**config.mk**
```make
export PLATFORM = sky130hd
export DESIGN_NAME = xrip_port
export DESIGN_NICKNAME = d
export VERILOG_FILES = /design/src/rtl/xrip_pkg.sv /design/src/rtl/xrip_sram.sv /design/src/rtl/xrip_port.sv
export SDC_FILE = /design/constraint.sdc
export NUM_CORES = 2
export LEC_CHECK = 0
export BUFFER_PORTS_ARGS = -buffer_cell sky130_fd_sc_hd__buf_2
export CAP_MARGIN = 30
export CORE_MARGIN = 2
export CORE_UTILIZATION = 45
export CTS_BUF_LIST = sky130_fd_sc_hd__clkbuf_8 sky130_fd_sc_hd__clkbuf_16
export CTS_CLUSTER_SIZE = 16
export DETAILED_ROUTE_END_ITERATION = 8
export RECOVER_POWER = 25
export REMOVE_ABC_BUFFERS = 1
export SETUP_SLACK_MARGIN = 0.4
export SYNTH_ARGS = -nofsm -noshare
export SYNTH_HDL_FRONTEND = slang
export SYNTH_HIERARCHICAL = 1
export SYNTH_SLANG_ARGS = --single-unit
```
**constraint.sdc**
```tcl
create_clock -name clk_sys_in -period 4.3 [get_ports clk_sys_in]
set_input_delay 0.645 -clock clk_sys_in [delete_from_list [all_inputs] [get_ports clk_sys_in]]
set_output_delay 0.645 -clock clk_sys_in [all_outputs]
set_load 0.05 [all_outputs]
```
**src/rtl/xrip_pkg.sv**
```systemverilog
/*
  Constants for the extended SRAM indirect port: bus offsets, widths and
  pointer reset value.
  Assumes a byte-wide host bus with a 5-bit address.
*/
package xrip_pkg;
  localparam int unsigned ADDR_W = 5;
  localparam int unsigned DATA_W = 8;
  localparam int unsigned PTR_W = 8;
  localparam int unsigned DEPTH = 256;
  localparam logic [ADDR_W-1:0] OFS_POINTER = 5'h10;
  localparam logic [ADDR_W-1:0] OFS_DATA_WINDOW = 5'h13;
  localparam logic [PTR_W-1:0] PTR_LOWEST = 8'h00;
  localparam logic [PTR_W-1:0] PTR_HIGHEST = 8'hFF;
  localparam logic [PTR_W-1:0] PTR_RESET = 8'h00;
  localparam logic [DATA_W-1:0] DATA_IDLE = 8'h00;
  typedef enum logic [1:0] {
    XRIP_IDLE = 2'b00,
    XRIP_READ = 2'b01,
    XRIP_WRITE = 2'b10
  } xrip_cycle_t;
endpackage : xrip_pkg

```
**src/rtl/xrip_sram.sv**
```systemverilog
/*
  256 x 8 storage array with registered read data.
  Assumes one synchronous clock; write and read addresses share one port.
*/
`timescale 1ns/1ps
module xrip_sram (
  // clock
  input wire logic clk_sys_in,
  // access
  input wire logic [xrip_pkg::PTR_W-1:0] addr_in,
  input wire logic wr_en_in,
  input wire logic [xrip_pkg::DATA_W-1:0] wr_data_in,
  output logic [xrip_pkg::DATA_W-1:0] rd_data_out
);
  import xrip_pkg::*;

  logic [DATA_W-1:0] mem_reg [0:DEPTH-1];
  logic [DATA_W-1:0] rd_data_reg;

  // contents are battery backed in the real part, so no reset here
  always_ff @(posedge clk_sys_in) begin
    if (wr_en_in) begin
      mem_reg[addr_in] <= wr_data_in;
    end
    rd_data_reg <= mem_reg[addr_in];
  end

  assign rd_data_out = rd_data_reg;
endmodule : xrip_sram

```
**src/rtl/xrip_port.sv**
```systemverilog
/*
  Extended SRAM indirect port: pointer latch at 10h, data window at 13h,
  optional burst advance of the pointer.
  Assumes the host strobes are asynchronous pins; each is passed through
  two flip-flops and an access is acted on per bus cycle.
*/
// Overview of operation
// - 256-byte array addressed by an 8-bit pointer, 00h through FFh.
// - host write to 10h loads the pointer.
// - host read of 13h returns the byte at the pointer.
// - host write to 13h stores the byte at the pointer.
// - without burst, data-window accesses leave the pointer alone.
// - burst advance only while burst_increment_enable is one.
// - in burst, pointer increments when a 13h access ends; others never.
// - increment from FFh wraps to 00h.
`timescale 1ns/1ps
module xrip_port (
  // clock and reset
  input wire logic clk_sys_in,
  input wire logic rst_b_in,
  // host bus pins
  input wire logic ce_b_in,
  input wire logic oe_b_in,
  input wire logic we_b_in,
  input wire logic [xrip_pkg::ADDR_W-1:0] addr_in,
  input wire logic [xrip_pkg::DATA_W-1:0] data_in,
  output logic [xrip_pkg::DATA_W-1:0] data_out,
  output logic data_oe_b_out,
  // control
  input wire logic burst_increment_enable_in,
  output logic [xrip_pkg::PTR_W-1:0] pointer_out
);
  import xrip_pkg::*;

  ////////////////////////////////////////////////////////////////////
  // pin synchronisers
  logic [2:0] strb_s1_reg, strb_s2_reg;
  logic [ADDR_W-1:0] addr_s1_reg, addr_s2_reg;
  logic [DATA_W-1:0] data_s1_reg, data_s2_reg;
  logic burst_s1_reg, burst_s2_reg;
  logic [2:0] strb_s1_next, strb_s2_next;
  logic [ADDR_W-1:0] addr_s1_next, addr_s2_next;
  logic [DATA_W-1:0] data_s1_next, data_s2_next;
  logic burst_s1_next, burst_s2_next;

  // only the second stage feeds logic; the first may still be settling
  always_comb begin
    strb_s1_next = {ce_b_in, oe_b_in, we_b_in};
    strb_s2_next = strb_s1_reg;
    addr_s1_next = addr_in;
    addr_s2_next = addr_s1_reg;
    data_s1_next = data_in;
    data_s2_next = data_s1_reg;
    burst_s1_next = burst_increment_enable_in;
    burst_s2_next = burst_s1_reg;
  end

  always_ff @(posedge clk_sys_in) begin
    if (!rst_b_in) begin
      // idle-high strobes, so leaving reset starts no false cycle
      strb_s1_reg <= 3'h7;
      strb_s2_reg <= 3'h7;
      addr_s1_reg <= 5'h00;
      addr_s2_reg <= 5'h00;
      data_s1_reg <= 8'h00;
      data_s2_reg <= 8'h00;
      burst_s1_reg <= 1'b0;
      burst_s2_reg <= 1'b0;
    end else begin
      strb_s1_reg <= strb_s1_next;
      strb_s2_reg <= strb_s2_next;
      addr_s1_reg <= addr_s1_next;
      addr_s2_reg <= addr_s2_next;
      data_s1_reg <= data_s1_next;
      data_s2_reg <= data_s2_next;
      burst_s1_reg <= burst_s1_next;
      burst_s2_reg <= burst_s2_next;
    end
  end

  ////////////////////////////////////////////////////////////////////
  // decoding shared by the cycle tracker and the read drive

  // write wins when we and oe are both low, so the bus is never driven
  // against a host that is still writing
  function automatic xrip_cycle_t strobe_decode(input logic ce, input logic oe,
    input logic we);
    xrip_cycle_t kind;
    kind = XRIP_IDLE;
    if (ce && we) begin
      kind = XRIP_WRITE;
    end else if (ce && oe) begin
      kind = XRIP_READ;
    end
    return kind;
  endfunction : strobe_decode

  function automatic logic is_pointer_ofs(input logic [ADDR_W-1:0] a);
    return a == OFS_POINTER;
  endfunction : is_pointer_ofs

  function automatic logic is_window_ofs(input logic [ADDR_W-1:0] a);
    return a == OFS_DATA_WINDOW;
  endfunction : is_window_ofs

  function automatic logic [PTR_W-1:0] ptr_advance(input logic [PTR_W-1:0] p);
    // FFh wraps to 00h
    return (p == PTR_HIGHEST) ? PTR_LOWEST : p + 8'h01;
  endfunction : ptr_advance

  // strobes are active low: ce in bit 2, oe in bit 1, we in bit 0
  logic ce_act, oe_act, we_act;
  xrip_cycle_t strb_kind;
  assign ce_act = !strb_s2_reg[2];
  assign oe_act = !strb_s2_reg[1];
  assign we_act = !strb_s2_reg[0];
  assign strb_kind = strobe_decode(ce_act, oe_act, we_act);

  ////////////////////////////////////////////////////////////////////
  // bus cycle tracking
  // address taken at cycle entry, so a late address change is ignored
  xrip_cycle_t cyc_reg, cyc_next;
  logic [ADDR_W-1:0] cyc_addr_reg, cyc_addr_next;
  logic [PTR_W-1:0] ptr_reg, ptr_next;
  logic [DATA_W-1:0] dout_reg, dout_next;
  logic doe_b_reg, doe_b_next;
  logic mem_we;
  logic [DATA_W-1:0] mem_rd;

  always_comb begin
    cyc_next = cyc_reg;
    cyc_addr_next = cyc_addr_reg;
    ptr_next = ptr_reg;
    mem_we = 1'b0;
    case (cyc_reg)
      XRIP_IDLE: begin
        if (strb_kind != XRIP_IDLE) begin
          cyc_next = strb_kind;
          cyc_addr_next = addr_s2_reg;
        end
      end
      XRIP_READ, XRIP_WRITE: begin
        // cycle ends when strb_kind first returns to XRIP_IDLE; a single exit means one
        // increment even when several strobes rise together
        if (strb_kind == XRIP_IDLE) begin
          cyc_next = XRIP_IDLE;
          if (cyc_reg == XRIP_WRITE) begin
            // data taken at strobe end, the moment a latch would close
            if (is_pointer_ofs(cyc_addr_reg)) begin
              ptr_next = data_s2_reg;
            end else if (is_window_ofs(cyc_addr_reg)) begin
              mem_we = 1'b1;
            end
          end
          // the array writes at the old pointer on the edge that steps it
          if (is_window_ofs(cyc_addr_reg) && burst_s2_reg) begin
            ptr_next = ptr_advance(ptr_reg);
          end
        end
      end
      default: begin
        cyc_next = XRIP_IDLE;
      end
    endcase
  end

  always_ff @(posedge clk_sys_in) begin
    if (!rst_b_in) begin
      cyc_reg <= XRIP_IDLE;
      cyc_addr_reg <= 5'h00;
      // reset value is arbitrary; the array keeps its contents
      ptr_reg <= PTR_RESET;
    end else begin
      cyc_reg <= cyc_next;
      cyc_addr_reg <= cyc_addr_next;
      ptr_reg <= ptr_next;
    end
  end

  ////////////////////////////////////////////////////////////////////
  // storage, addressed by the pointer
  // one address port: reads always follow the pointer, so a read of 13h
  // just after a pointer change shows the new byte one edge late
  xrip_sram u_sram (
    .clk_sys_in(clk_sys_in),
    .addr_in(ptr_reg),
    .wr_en_in(mem_we),
    .wr_data_in(data_s2_reg),
    .rd_data_out(mem_rd)
  );

  ////////////////////////////////////////////////////////////////////
  // read data drive
  // other offsets are not ours: leave the bus released and idle
  always_comb begin
    dout_next = DATA_IDLE;
    doe_b_next = 1'b1;
    if (strb_kind == XRIP_READ) begin
      if (is_pointer_ofs(addr_s2_reg)) begin
        dout_next = ptr_reg;
        doe_b_next = 1'b0;
      end else if (is_window_ofs(addr_s2_reg)) begin
        dout_next = mem_rd;
        doe_b_next = 1'b0;
      end
    end
  end

  always_ff @(posedge clk_sys_in) begin
    if (!rst_b_in) begin
      dout_reg <= DATA_IDLE;
      doe_b_reg <= 1'b1;
    end else begin
      dout_reg <= dout_next;
      doe_b_reg <= doe_b_next;
    end
  end

  // every output straight from a register
  assign data_out = dout_reg;
  assign data_oe_b_out = doe_b_reg;
  assign pointer_out = ptr_reg;
endmodule : xrip_port

```
==> summary.txt <==
Min path
  – Hold Path Stages: 2
  – Min-delay worst type: input port to register
  – Hold Startpoint: rst_b_in

Floorplan
  – Die height: 427 µm
  – # IOs: 36
  – DIE WIDTH: 427 µm
  – Die area: 0.183 mm²
  – Core Area: 0.178 mm²
  – Row count: 155
  – Initial core utilization: 45.2%

Detailed routing
  – Via count: 40100
  – TritonRoute pass-1 iters: 5
  – Routed WL: 200000 µm
  – Drt wl/cell: 29.7 µm
  – ANT nets after route: 0
  – Routed vias/inst: 5.98
  – Final routed DRC violation total: 0
  – First DRT Iteration DRCs: 4406

Final layout
  – Filler instances: 13800
  – Most frequent cells in the layout: edfxtp_1, mux4_2, buf_4
  – Footprint of the multi-input gates: 0.0167 mm²
  – Area added between synthesis and finish: 15.4%
  – Fin area: 0.0930 mm²
  – Most common cell after layout, fill and taps aside: edfxtp_1
  – Nets@finish: 4201
  – Max FFs per register: 2048
  – FF/Latch Area: 0.0628 mm²
  – Layout cells sized above 1: 28.4%

Placed design
  – Final HPWL DP: 121000 µm
  – Dpl ws: 304 ps
  – PortBufs: 35
  – GP Congestion: 0.801
  – Area after DPL: 0.0861 mm²

Synth
  – Leading area contributor after synthesis: edfxtp_1
  – Top cells by area, synth: edfxtp_1, mux4_2, a22oi_1
  – Number of synthesized flops with an enable pin: 2048
  – Post-synthesis sequential element count: 2114
  – Synth Cell Area: 0.0806 mm²
  – Asr flop ratio synth: 0%
  – Mapped Cells: 3765
  – Synth warnings: 6
  – Main flop type after synthesis: edfxtp_1
  – Sequential share of the synthesized area: 77.9%
  – Synthesized area per cell: 21.4 µm²
  – Area share of the largest cell type after synthesis: 76.3%
  – Count of cell types in the netlist: 48

Power
  – Clock share of power: 44.0%
  – Switch Pwr: 8090 µW
  – Seq pwr share: 55.3%
  – PwrDens: 438 mW/mm²
  – Comb power frac: 0.6%
  – VDD IR max: 0.459 mV
  – Leak pwr: 0.0315 µW
  – Internal power of the cells: 32700 µW
  – Sw Ratio: 19.8%

Timing
  – Maximum clock frequency: 261 MHz
  – Hold Fails Final Rpt: 0
  – Slew HR: -98.9%
  – Post-route setup slack: 466 ps
  – Fin crit share: 89.2%
  – RSZ-0062 raised after global routing: false
  – Crit path time final: 3830 ps
  – Final Setup Violations: 0
  – Slew at the pin with the worst max-slew slack: 2980 ps
  – TNS Setup: 0 ps
  – Slew Limit Fails: 500
  – Clk_skew: 64.2 ps

CTS
  – CTS H-tree depth: 4
  – CTS tree: done
  – Insertion delay to the later sink of the worst-skew pair: 850 ps
  – Reg clk slew, reported paths: 60 ps
  – CTS Root Cell: clkbuf_16
  – CTS Buffer Depth: 3
  – CTS sink cnt: 2114
  – Setup Buffers After CTS: 0
  – CTS Buf Count: 211

Worst setup path
  – R2R cell count: 8
  – Crit end category: register
  – CP cell instances: buf_12, buf_12, buf_4, mux4_2, a22oi_1, a21oi_1, o41ai_1, nand4_1
  – Worst-path fanout max: 23
  – WP data arrival: 4520 ps
  – CP dominant cell by count: buf_12
  – Crit path kind: register to register
  – RR Startpoint: pointer_out[0]$_SDFFE_PN0P_
  – Crit path from: pointer_out[0]$_SDFFE_PN0P_
  – Slowest cell on crit path: o41ai_1
  – Worst Path Required: 4990 ps
  – CP peak stage delay: 900 ps
  – Startpoint Class: register

Global route
  – Initial antenna violation count: 2
  – First-pass GRT wire length: 290000 µm
  – Grt total ovfl: 0
  – Largest net degree at the start of global routing: 170
  – Tot GR Track Use: 22.0%
  – Vias in the first global route: 40300

Status
  – Failing checks: capacitance limit, slew limit
  – Outcome: complete, but fails checks

Flow run
  – Max_cap viols: 8
[cell families after synthesis]
group | after synthesis | share of synthesized area (%)
simple gates | 432 | 2.39
mux | 515 | 14.3
fa+ha+maj | 3 | 0.0466
compound gates | 458 | 3.88
flops | 2114 | 77.9
buf+inv | 243 | 1.42
[metal layers]
metal | share of wire [%] | GRT usage (%)
met1 | 43 | 32.2
met2 | 48 | 34.7
met3 | 7.0 | 3.83
met4 | 2.2 | 5.37
met5 | 0.014 | 0
[power groups by stage]
stage / Sequential (µW) / Combinational [µW] / Clock [µW]
after floorplan: 23100 / 17.1 / 0
after global placement: 23000 / 228 / 0
after detailed placement: 23000 / 240 / 0
after CTS: 22600 / 251 / 18200
after global routing: 22600 / 280 / 19100
final: 22600 / 255 / 18000
[critical path: cells and delay by family (launching register included)]
| kind | cells | cell delay [ps] |
|---|---|---|
| AND/OR/NAND/NOR | 1 | 170 |
| flip-flops | 1 | 810 |
| AO/OA/AOI/OAI | 3 | 1260 |
| buffers and inverters | 3 | 820 |
| multiplexers | 1 | 510 |
[area by class of cell]
class                   instances  area share, %
repair buffers                440           4.00
inverters                       4         0.0161
diodes                          1        0.00269
multi-input cells            1408           18.0
well taps                    2355           3.17
clock inverters               170           1.50
flip-flops and latches       2114           67.5
clock buffers                 220           5.82
[final timing paths]
kind	endpoint	slack [ps]
max	u_sram/rd_data_out[1]$_DFF_P_	470
min	strb_s1_reg[1]$_SDFF_PN1_	360
max reg2reg	u_sram/rd_data_out[1]$_DFF_P_	470
min reg2reg	strb_s2_reg[1]$_SDFF_PN1_	420
[cell usage after synthesis, types with 6 or more instances]
master / number
a21oi_1: 138
buf_1: 19
nor2b_1: 8
mux4_2: 512
edfxtp_1: 2048
nand4_1: 10
a21boi_0: 6
clkbuf_1: 151
buf_4: 16
nor3_1: 33
nor2_1: 246
buf_6: 17
nand2_1: 50
a22oi_1: 261
nand2b_1: 13
nand3_1: 22
buf_2: 36
dfxtp_1: 66
o41ai_1: 32
and2_1: 33
[stage by stage]
| step | util, % | power [µW] | hold slack [ps] | instances |
|---|---|---|---|---|
| 2_1_floorplan | - | 23100 | 386 | 3526 |
| 3_3_place_gp | 48.3 | 23200 | 410 | 6301 |
| 3_5_place_dp | 48.3 | 23200 | 393 | 6303 |
| 4_1_cts | 52.2 | 41000 | 111 | 6710 |
| 5_1_grt | 52.2 | 41900 | 381 | 6711 |
| 6_report | 52.2 | 40800 | 361 | 6712 |
[repair_timing]
item | in CTS | in global routing
gates resized for setup | 2 | 1
setup endpoints to repair | 2 | 1
endpoints found under the hold margin | 17 | 0
cloned | 0 | 0
hold buffers | 17 | 0
Note: power is estimated with default switching activity, not from simulation.
